File: config.mk
export PLATFORM = sky130hd
export DESIGN_NAME = three_level_interrupt_unit
export DESIGN_NICKNAME = d
export VERILOG_FILES = /design/src/hdl/three_level_interrupt_unit.v /design/src/hdl/prio_pick.v
export VERILOG_INCLUDE_DIRS = /design/src /design/src/hdl
export SDC_FILE = /design/constraint.sdc
export NUM_CORES = 1
export LEC_CHECK = 0
export BUFFER_PORTS_ARGS = -buffer_cell sky130_fd_sc_hd__buf_2
export CAP_MARGIN = 20
export CORE_ASPECT_RATIO = 0.6
export CORE_UTILIZATION = 54
export CTS_CLUSTER_SIZE = 24
export DETAILED_ROUTE_END_ITERATION = 16
export PLACE_DENSITY = 0.9
export SETUP_SLACK_MARGIN = 0.1
export SLEW_MARGIN = 20
export SYNTH_ARGS = -nofsm -noshare
export SYNTH_HDL_FRONTEND = slang
export SYNTH_SLANG_ARGS = --single-unit
File: constraint.sdc
create_clock -name clk -period 3.4 [get_ports clk]
set_clock_uncertainty 0.1 [all_clocks]
set_input_delay 0.34 -clock clk [delete_from_list [all_inputs] [get_ports clk]]
set_output_delay 0.34 -clock clk [all_outputs]
set_load 0.03 [all_outputs]
File: src/hdl/irq_unit_defines.vh
// register offsets, bit positions, vectors and reset values for the
// three level interrupt unit; definitions only, included by bare name
`ifndef IRQ_UNIT_DEFINES_VH
`define IRQ_UNIT_DEFINES_VH

// apb byte offsets, one aligned word each
`define OFS_IRQ_ENABLE      12'h000
`define OFS_IRQ_PRIORITY    12'h004
`define OFS_EXT_ENABLE      12'h008
`define OFS_EXT_PRIORITY    12'h00c
`define OFS_TIMER_CTRL      12'h010
`define OFS_WATCHDOG_CTRL   12'h014
`define OFS_EVT_STATUS      12'h018
`define OFS_EVT_MASK        12'h01c
`define OFS_SVC_STATE       12'h020

// irq_enable_reg
`define BIT_GLOBAL_EN       7
// timer_ctrl_reg
`define BIT_EXT0_MODE       0
`define BIT_EXT0_FLAG       1
`define BIT_EXT1_MODE       2
`define BIT_EXT1_FLAG       3
`define BIT_TIMER0_FLAG     5
`define BIT_TIMER1_FLAG     7
// watchdog_ctrl_reg
`define BIT_SUPPLY_FLAG     4
`define BIT_SUPPLY_EN       5
// event status / mask
`define EVT_SUPPLY_DROP     0
`define EVT_SVC_ENTRY       1
`define EVT_NESTED          2
`define EVT_WIDTH           3

// reset values
`define RST_BYTE            8'h00
`define RST_EVT             3'h0

// priority levels
`define LVL_LOW             2'h0
`define LVL_HIGH            2'h1
`define LVL_TOP             2'h2

// fixed vectors by natural priority
`define VEC_SRC0            8'h33
`define VEC_SRC1            8'h03
`define VEC_SRC2            8'h0b
`define VEC_SRC3            8'h13
`define VEC_SRC4            8'h1b
`define VEC_SRC5            8'h23
`define VEC_SRC6            8'h2b
`define VEC_SRC7            8'h3b
`define VEC_SRC8            8'h43
`define VEC_SRC9            8'h4b
`define VEC_SRC10           8'h53
`define VEC_SRC11           8'h5b
`define VEC_SRC12           8'h6b
`define VEC_SRC13           8'h73
`define VEC_SRC14           8'h63
`define VEC_SRC15           8'h7b

`endif

File: src/hdl/three_level_interrupt_unit.v
// interrupt prioritisation and vectoring for sixteen sources
// assumes core_ack and core_reti are one-cycle pulses from the core,
// all inputs synchronous to clk, registers reached over apb
//
// Function
// - sixteen sources, three priority levels
// - maskable source needs own and global enable
// - global enable low blocks all maskable
// - top level only for supply drop
// - priority bit one means high level
// - same level ties go to lowest number
// - fixed vector per source
// - enabled supply drop vectors to 0033h
// - supply drop enable bit in watchdog control
// - supply flag set regardless, cleared by software
// - serial port 0 rx or tx, one request
// - serial port 1 rx or tx, one request
// - timer overflow flags cleared on entry
// - ext edge flag clears, level follows pin
`include "irq_unit_defines.vh"

module three_level_interrupt_unit (
	input  wire        clk,
	input  wire        nrst,
	// apb slave
	input  wire        psel,
	input  wire        penable,
	input  wire        pwrite,
	input  wire [11:0] paddr,
	input  wire [31:0] pwdata,
	output reg  [31:0] prdata,
	output reg         pready,
	output reg         pslverr,
	// sources
	input  wire        supply_low,
	input  wire        ext0_pin_n,
	input  wire        ext1_pin_n,
	input  wire        timer0_overflow,
	input  wire        timer1_overflow,
	input  wire        serial0_rx_flag,
	input  wire        serial0_tx_flag,
	input  wire        serial1_rx_flag,
	input  wire        serial1_tx_flag,
	input  wire        timer2_flag,
	input  wire [3:0]  ext_irq_flag,
	input  wire        can0_irq,
	input  wire        can1_irq,
	input  wire        watchdog_irq_flag,
	input  wire        can_bus_activity_irq,
	// core side
	input  wire        core_ack,
	input  wire        core_reti,
	output reg         irq_req,
	output reg  [7:0]  irq_vector,
	output reg  [3:0]  irq_src,
	output reg  [15:0] src_ack,
	output reg         irq_out
);
	// software registers
	reg  [7:0]  irq_enable_reg_r;      // global + sources 1..7
	reg  [7:0]  irq_priority_reg_r;    // priority, sources 1..7
	reg  [7:0]  ext_irq_enable_reg_r;  // sources 8..15
	reg  [7:0]  ext_irq_priority_reg_r;
	reg         ext0_mode_r;           // 1 = edge triggered
	reg         ext1_mode_r;
	reg         supply_drop_irq_en_r;
	reg  [2:0]  evt_status_r;          // sticky, write one to clear
	reg  [2:0]  evt_mask_r;
	// hardware flags
	reg         supply_drop_flag_r;
	reg         ext0_flag_r;
	reg         ext1_flag_r;
	reg         timer0_overflow_flag_r;
	reg         timer1_overflow_flag_r;
	reg         ext0_prev_n_r;         // for falling edge detect
	reg         ext1_prev_n_r;
	// in-service levels, bit per level
	reg  [2:0]  in_service_r;

	wire        acc;                   // apb access phase
	wire        wr_en;
	wire        rd_en;
	wire [15:0] pend;                  // raw pending per source
	wire [15:0] en;                    // per-source enable
	wire [15:0] hi;                    // per-source high priority
	wire        gen;
	wire [15:0] req_hi;
	wire [15:0] req_lo;
	wire        hi_found;
	wire [3:0]  hi_idx;
	wire        lo_found;
	wire [3:0]  lo_idx;
	reg         cand_ok;
	reg  [3:0]  cand_idx;
	reg  [1:0]  cand_lvl;
	reg  [1:0]  grant_lvl_r;           // level of presented source
	reg  [31:0] rdata_nxt;
	reg         err_nxt;
	wire        entry;                 // core took the grant
	wire [15:0] entry_hot;

	// fixed vector lookup
	function [7:0] vec_of;
		input [3:0] s;
		begin
			case (s)
				4'h0: vec_of = `VEC_SRC0;
				4'h1: vec_of = `VEC_SRC1;
				4'h2: vec_of = `VEC_SRC2;
				4'h3: vec_of = `VEC_SRC3;
				4'h4: vec_of = `VEC_SRC4;
				4'h5: vec_of = `VEC_SRC5;
				4'h6: vec_of = `VEC_SRC6;
				4'h7: vec_of = `VEC_SRC7;
				4'h8: vec_of = `VEC_SRC8;
				4'h9: vec_of = `VEC_SRC9;
				4'ha: vec_of = `VEC_SRC10;
				4'hb: vec_of = `VEC_SRC11;
				4'hc: vec_of = `VEC_SRC12;
				4'hd: vec_of = `VEC_SRC13;
				4'he: vec_of = `VEC_SRC14;
				default: vec_of = `VEC_SRC15;
			endcase
		end
	endfunction

	// one-hot of a source number
	function [15:0] onehot;
		input [3:0] s;
		begin
			onehot = 16'h0001 << s;
		end
	endfunction

	assign acc   = psel & penable;
	// one wait state: pready rises in the second access cycle
	assign wr_en = acc & pready & pwrite;
	assign rd_en = acc & pready & ~pwrite;
	assign entry = core_ack & irq_req;
	assign entry_hot = entry ? onehot(irq_src) : 16'h0000;

	assign pend = {can_bus_activity_irq, watchdog_irq_flag, can1_irq,
		can0_irq, ext_irq_flag, serial1_rx_flag | serial1_tx_flag,
		timer2_flag, serial0_rx_flag | serial0_tx_flag,
		timer1_overflow_flag_r, ext1_flag_r, timer0_overflow_flag_r,
		ext0_flag_r, supply_drop_flag_r};

	assign en = {ext_irq_enable_reg_r[7], ext_irq_enable_reg_r[4],
		ext_irq_enable_reg_r[5], ext_irq_enable_reg_r[6],
		ext_irq_enable_reg_r[3:0], irq_enable_reg_r[6:0],
		supply_drop_irq_en_r};

	assign hi = {ext_irq_priority_reg_r[7], ext_irq_priority_reg_r[4],
		ext_irq_priority_reg_r[5], ext_irq_priority_reg_r[6],
		ext_irq_priority_reg_r[3:0], irq_priority_reg_r[6],
		irq_priority_reg_r[7], irq_priority_reg_r[4:0], 1'b0};

	assign gen = irq_enable_reg_r[`BIT_GLOBAL_EN];

	// source 0 excluded from lower levels
	assign req_hi = {16{gen}} & pend & en & hi & 16'hfffe;
	assign req_lo = {16{gen}} & pend & en & ~hi & 16'hfffe;

	prio_pick #(.n(16)) u_pick_hi (
		.req   (req_hi),
		.found (hi_found),
		.idx   (hi_idx)
	);
	prio_pick #(.n(16)) u_pick_lo (
		.req   (req_lo),
		.found (lo_found),
		.idx   (lo_idx)
	);

	// candidate selection across levels
	always @* begin
		cand_ok  = 1'b0;
		cand_idx = 4'h0;
		cand_lvl = `LVL_LOW;
		if (supply_drop_flag_r & supply_drop_irq_en_r) begin
			cand_idx = 4'h0;
			cand_lvl = `LVL_TOP;
			cand_ok  = ~in_service_r[2];
		end else if (hi_found) begin
			cand_idx = hi_idx;
			cand_lvl = `LVL_HIGH;
			cand_ok  = ~in_service_r[2] & ~in_service_r[1];
		end else if (lo_found) begin
			cand_idx = lo_idx;
			cand_lvl = `LVL_LOW;
			cand_ok  = ~|in_service_r;
		end
	end

	// grant presented to the core, refreshed each cycle
	always @(posedge clk or negedge nrst) begin
		if (!nrst) begin
			irq_req     <= 1'b0;
			irq_vector  <= 8'h00;
			irq_src     <= 4'h0;
			grant_lvl_r <= `LVL_LOW;
			src_ack     <= 16'h0000;
		end else begin
			irq_req     <= cand_ok & ~entry;
			irq_vector  <= vec_of(cand_idx);
			irq_src     <= cand_idx;
			grant_lvl_r <= cand_lvl;
			src_ack     <= entry_hot;
		end
	end

	// in-service tracking; return pops the highest level
	always @(posedge clk or negedge nrst) begin
		if (!nrst) begin
			in_service_r <= 3'h0;
		end else if (entry) begin
			in_service_r <= in_service_r | (3'h1 << grant_lvl_r);
		end else if (core_reti) begin
			if (in_service_r[2]) begin
				in_service_r[2] <= 1'b0;
			end else if (in_service_r[1]) begin
				in_service_r[1] <= 1'b0;
			end else begin
				in_service_r[0] <= 1'b0;
			end
		end
	end

	// hardware flags; a set beats any clear in the same cycle
	always @(posedge clk or negedge nrst) begin
		if (!nrst) begin
			supply_drop_flag_r     <= 1'b0;
			ext0_flag_r            <= 1'b0;
			ext1_flag_r            <= 1'b0;
			timer0_overflow_flag_r <= 1'b0;
			timer1_overflow_flag_r <= 1'b0;
			ext0_prev_n_r          <= 1'b1;
			ext1_prev_n_r          <= 1'b1;
		end else begin
			ext0_prev_n_r <= ext0_pin_n;
			ext1_prev_n_r <= ext1_pin_n;
			if (supply_low) begin
				supply_drop_flag_r <= 1'b1;
			end else if (wr_en && paddr == `OFS_WATCHDOG_CTRL) begin
				supply_drop_flag_r <= pwdata[`BIT_SUPPLY_FLAG];
			end
			// edge clears on entry, level follows
			if (!ext0_mode_r) begin
				ext0_flag_r <= ~ext0_pin_n;
			end else if (ext0_prev_n_r & ~ext0_pin_n) begin
				ext0_flag_r <= 1'b1;
			end else if (entry_hot[1]) begin
				ext0_flag_r <= 1'b0;
			end else if (wr_en && paddr == `OFS_TIMER_CTRL) begin
				ext0_flag_r <= pwdata[`BIT_EXT0_FLAG];
			end
			if (!ext1_mode_r) begin
				ext1_flag_r <= ~ext1_pin_n;
			end else if (ext1_prev_n_r & ~ext1_pin_n) begin
				ext1_flag_r <= 1'b1;
			end else if (entry_hot[3]) begin
				ext1_flag_r <= 1'b0;
			end else if (wr_en && paddr == `OFS_TIMER_CTRL) begin
				ext1_flag_r <= pwdata[`BIT_EXT1_FLAG];
			end
			if (timer0_overflow) begin
				timer0_overflow_flag_r <= 1'b1;
			end else if (entry_hot[2]) begin
				timer0_overflow_flag_r <= 1'b0;
			end else if (wr_en && paddr == `OFS_TIMER_CTRL) begin
				timer0_overflow_flag_r <= pwdata[`BIT_TIMER0_FLAG];
			end
			if (timer1_overflow) begin
				timer1_overflow_flag_r <= 1'b1;
			end else if (entry_hot[4]) begin
				timer1_overflow_flag_r <= 1'b0;
			end else if (wr_en && paddr == `OFS_TIMER_CTRL) begin
				timer1_overflow_flag_r <= pwdata[`BIT_TIMER1_FLAG];
			end
		end
	end

	// software control registers
	always @(posedge clk or negedge nrst) begin
		if (!nrst) begin
			irq_enable_reg_r       <= `RST_BYTE;
			irq_priority_reg_r     <= `RST_BYTE;
			ext_irq_enable_reg_r   <= `RST_BYTE;
			ext_irq_priority_reg_r <= `RST_BYTE;
			ext0_mode_r            <= 1'b0;
			ext1_mode_r            <= 1'b0;
			supply_drop_irq_en_r   <= 1'b0;
			evt_mask_r             <= `RST_EVT;
		end else if (wr_en) begin
			if (paddr == `OFS_IRQ_ENABLE) begin
				irq_enable_reg_r <= pwdata[7:0];
			end else if (paddr == `OFS_IRQ_PRIORITY) begin
				irq_priority_reg_r <= pwdata[7:0];
			end else if (paddr == `OFS_EXT_ENABLE) begin
				ext_irq_enable_reg_r <= pwdata[7:0];
			end else if (paddr == `OFS_EXT_PRIORITY) begin
				ext_irq_priority_reg_r <= pwdata[7:0];
			end else if (paddr == `OFS_TIMER_CTRL) begin
				ext0_mode_r <= pwdata[`BIT_EXT0_MODE];
				ext1_mode_r <= pwdata[`BIT_EXT1_MODE];
			end else if (paddr == `OFS_WATCHDOG_CTRL) begin
				supply_drop_irq_en_r <= pwdata[`BIT_SUPPLY_EN];
			end else if (paddr == `OFS_EVT_MASK) begin
				evt_mask_r <= pwdata[`EVT_WIDTH-1:0];
			end
		end
	end

	// sticky events and the masked interrupt line
	always @(posedge clk or negedge nrst) begin
		if (!nrst) begin
			evt_status_r <= `RST_EVT;
			irq_out      <= 1'b0;
		end else begin
			// new events win over a write-one clear
			evt_status_r <= (evt_status_r &
				~((wr_en && paddr == `OFS_EVT_STATUS) ?
				pwdata[`EVT_WIDTH-1:0] : `RST_EVT)) |
				{entry & |in_service_r, entry,
				supply_low & ~supply_drop_flag_r};
			irq_out <= |(evt_status_r & evt_mask_r);
		end
	end

	// read mux; unmapped reads zero with an error
	always @* begin
		rdata_nxt = 32'h0000_0000;
		err_nxt   = 1'b0;
		if (paddr == `OFS_IRQ_ENABLE) begin
			rdata_nxt[7:0] = irq_enable_reg_r;
		end else if (paddr == `OFS_IRQ_PRIORITY) begin
			rdata_nxt[7:0] = irq_priority_reg_r;
		end else if (paddr == `OFS_EXT_ENABLE) begin
			rdata_nxt[7:0] = ext_irq_enable_reg_r;
		end else if (paddr == `OFS_EXT_PRIORITY) begin
			rdata_nxt[7:0] = ext_irq_priority_reg_r;
		end else if (paddr == `OFS_TIMER_CTRL) begin
			rdata_nxt[7:0] = {timer1_overflow_flag_r, 1'b0,
				timer0_overflow_flag_r, 1'b0, ext1_flag_r, ext1_mode_r,
				ext0_flag_r, ext0_mode_r};
		end else if (paddr == `OFS_WATCHDOG_CTRL) begin
			rdata_nxt[`BIT_SUPPLY_EN]   = supply_drop_irq_en_r;
			rdata_nxt[`BIT_SUPPLY_FLAG] = supply_drop_flag_r;
		end else if (paddr == `OFS_EVT_STATUS) begin
			rdata_nxt[`EVT_WIDTH-1:0] = evt_status_r;
		end else if (paddr == `OFS_EVT_MASK) begin
			rdata_nxt[`EVT_WIDTH-1:0] = evt_mask_r;
		end else if (paddr == `OFS_SVC_STATE) begin
			rdata_nxt[15:0] = pend;
			rdata_nxt[18:16] = in_service_r;
			rdata_nxt[23:20] = irq_src;
			rdata_nxt[24] = irq_req;
		end else begin
			err_nxt = 1'b1;
		end
	end

	// apb handshake, one wait state keeps outputs registered
	always @(posedge clk or negedge nrst) begin
		if (!nrst) begin
			pready  <= 1'b0;
			prdata  <= 32'h0000_0000;
			pslverr <= 1'b0;
		end else begin
			pready  <= acc & ~pready;
			pslverr <= acc & ~pready & err_nxt;
			if (acc & ~pready & ~pwrite) begin
				prdata <= rdata_nxt;
			end
		end
	end
endmodule

File: src/hdl/prio_pick.v
// lowest-index picker over a request vector
// assumes the caller registers the result where it leaves the block
module prio_pick #(
	parameter n = 16
) (
	input  wire [n-1:0] req,
	output reg          found,
	output reg  [3:0]   idx
);
	integer i;

	// scan from the top so the lowest index is the last to win
	always @* begin
		found = 1'b0;
		idx   = 4'h0;
		for (i = n - 1; i >= 0; i = i - 1) begin
			if (req[i]) begin
				found = 1'b1;
				idx   = i[3:0];
			end
		end
	end
endmodule

==> results.toml <==
[run_status]
status = "completed"

[finish]
syn2layout_area_growth_pct = 17.1
final_common_cell = "dfrtp_1"
layout_common_cells = "dfrtp_1 (103), buf_2 (97), nand2_1 (64)"
drive_above_1_share_pct = 29.9
final_util_pct = 66.5
nets = 673
num_antenna_cells = 0

[timing]
fin_setup_tns_ns = 0
rsz0062_at_grt = "false"
layout_min_cycle_time_ns = 2.91
hold_violations = 0
worstMarginPinSlew_ns = 0.966
slew_viol_final = 0
relSlewSlack_pct = 35.6
fmax_mhz = 343
setup_violations = 0
fin_crit_sh_pct = 85.7

[yosys]
synthesis.area_um2 = 5310
synth_ff_type = "dfrtp_1"
yosysWarnings = 0
synth_seq_cells = 105
syn_inst = 494
synth.avg_cell_area_um2 = 10.8
synth_top_area_share_pct = 48.5
async_flop_share_pct = 100
synth_edf_count = 0
ys_top_cells_by_area = "dfrtp_1 (49%), mux2_2 (4.9%), nand2_1 (4.5%), mux2_1 (3.4%), nor2_1 (2.3%)"
yosys.area.top_type = "dfrtp_1"
yosysSeqAreaShare_pct = 49.5
synth.distinct_cells = 72

[detailed_routing]
drt_iter0_drc = 422
routed_wl_um = 14700
first_pass_iters = 5
vias = 4544
drc_errors = 0
ant_nets = 0
wire_per_inst_um = 20.0
via_per_inst = 6.18

[cts]
cts_tree = "done"
htreeDepth = 3
clockBufferDepth = 2
cts-root-buf = "clkbuf_16"
cts_resized = 0
tritoncts_num_sinks = 105
clk_latency_ns = 0.35
cts.clk_slew.worst_paths_ns = 0.07
cts_buffers = 9
cts_setup_buffers = 0
cts_hold_buf = 2

[floorplan]
die-area_um2 = 10300
fp.dieW_um = 130
core_area_um2 = 9360
placementRows = 27
die_h_um = 78.8
initial_utilization_pct = 56.8
io_pins = 133

[global_route]
overflow = 0
grt_pass1_wl_um = 22800
grtUsageTotal_pct = 30.1
grt_max_degree = 54
grt_pass1_vias = 4289
grt_antenna_before_repair = 0

[power]
total_leakage_power_uw = 0.00327
peakVddDrop_mv = 0.276
power_density_nw_per_um2 = 386

[setup_path]
critPathKind = "reg -> reg"
reg2reg_setup_slack_ns = 0.49
endpoint_kind = "register"
crit_arrival_ns = 3.08
crit_path_max_fanout = 15
cp.required_ns = 3.57
cp-start-kind = "register"

[min_path]
hp-class = "in -> reg"

[placed_design]
gp_congestion = 0.967
port-buffer-count = 98
place_hpwl_um = 11200

[run]
drv_cap = 0
[logic make-up after synthesis]
group / share of synthesized area [%]
multiplexers: 9.77
AO/OA/AOI/OAI: 13.1
adder cells (fa/ha/maj): 0.942
flip-flops: 49.5
other: 0.141
AND/OR/NAND/NOR: 22.4
buffers and inverters: 4.19
[stage by stage]
| stage | hold WS (ns) | instance area, um^2 | total power [uW] | setup WS [ns] | std cells |
|---|---|---|---|---|---|
| final | 0.0882 | 6220 | 2400 | 0.488 | 735 |
| after floorplan | -0.0556 | 5350 | 1370 | 0.797 | 503 |
| after global placement | 0.303 | 5920 | 1450 | 0.578 | 716 |
| after CTS | 0.000730 | 6210 | 2410 | 0.533 | 734 |
| after detailed placement | 0.328 | 5920 | 1450 | 0.536 | 716 |
| after global routing | 0.0938 | 6220 | 2490 | 0.303 | 735 |
[final cells by class]
class	instances	area (um^2)
inverter	16	60.1
tap	130	163
multi-input combinational	357	2500
timing repair buffer	111	598
clock inverter	6	43.8
fill	747	3130
clock buffer	10	229
sequential	105	2630
[final timing paths]
path                                                            to                       startpoint  cells after the start
worst max-delay path                       irq_vector[3]$_DFF_PN0_  irq_enable_reg_r[7]$_DFFE_PN0P_                     10
worst min-delay path            timer0_overflow_flag_r$_DFFE_PN0P_                  timer0_overflow                      2
worst max register to register             irq_vector[3]$_DFF_PN0_  irq_enable_reg_r[7]$_DFFE_PN0P_                     10
worst min register to register              prdata[11]$_DFFE_PN0P_           prdata[11]$_DFFE_PN0P_                      2
max in group asynchronous                  ext1_prev_n_r$_DFF_PN1_                             nrst                      3
min in group asynchronous                   prdata[12]$_DFFE_PN0P_                             nrst                      2
[power breakdown]
| group | switching (uW) | leakage [uW] | internal, uW |
|---|---|---|---|
| Clock | 467 | 0.000133 | 501 |
| Combinational | 120 | 0.00173 | 44.1 |
| Sequential | 7.80 | 0.00141 | 1260 |
[Yosys cell counts (all sizes together), types with 6 or more instances]
cell and n:
mux2 39, nor2 34, nand2b 7, inv 16
dfrtp 103, mux2i 8, nor3 10, buf 19
o21ai 18, clkbuf 6, nand4 20, nand2 67
and4b 10, a221oi 6, nand4b 6, o211ai 7
nor4 7, a21oi 12, nand3 21
[worst max-delay path, cell delays in order (launching register included)]
cell	delay, ns
dfrtp_1	0.41
buf_4	0.19
nand4_1	0.19
nand4_2	0.17
nor4_2	0.51
o311ai_1	0.21
o211ai_2	0.15
nand2_1	0.16
ha_1	0.34
mux2_2	0.27
mux2i_1	0.13
[per-layer routing]
| metal | track usage, % | part of all wire (%) | vias up |
|---|---|---|---|
| li1 | - | - | 2036 |
| met1 | 44.4 | 47 | 2190 |
| met2 | 42.9 | 41 | 281 |
| met3 | 9.37 | 11 | 37 |
| met4 | 6.98 | 1.7 | 0 |
| met5 | 0 | 0 | - |
[state kept, by name (all words and copies together) (netlist names), 2 cells and up]
register and cells:
ext_irq_enable_reg_r 8, irq_enable_reg_r 8, in_service_r 3, evt_mask_r 3, irq_vector 5, src_ack 16
irq_src 3, prdata 24, ext_irq_priority_reg_r 8, evt_status_r 3, grant_lvl_r 2, irq_priority_reg_r 8
No activity file was read; power rests on OpenSTA's default activity.
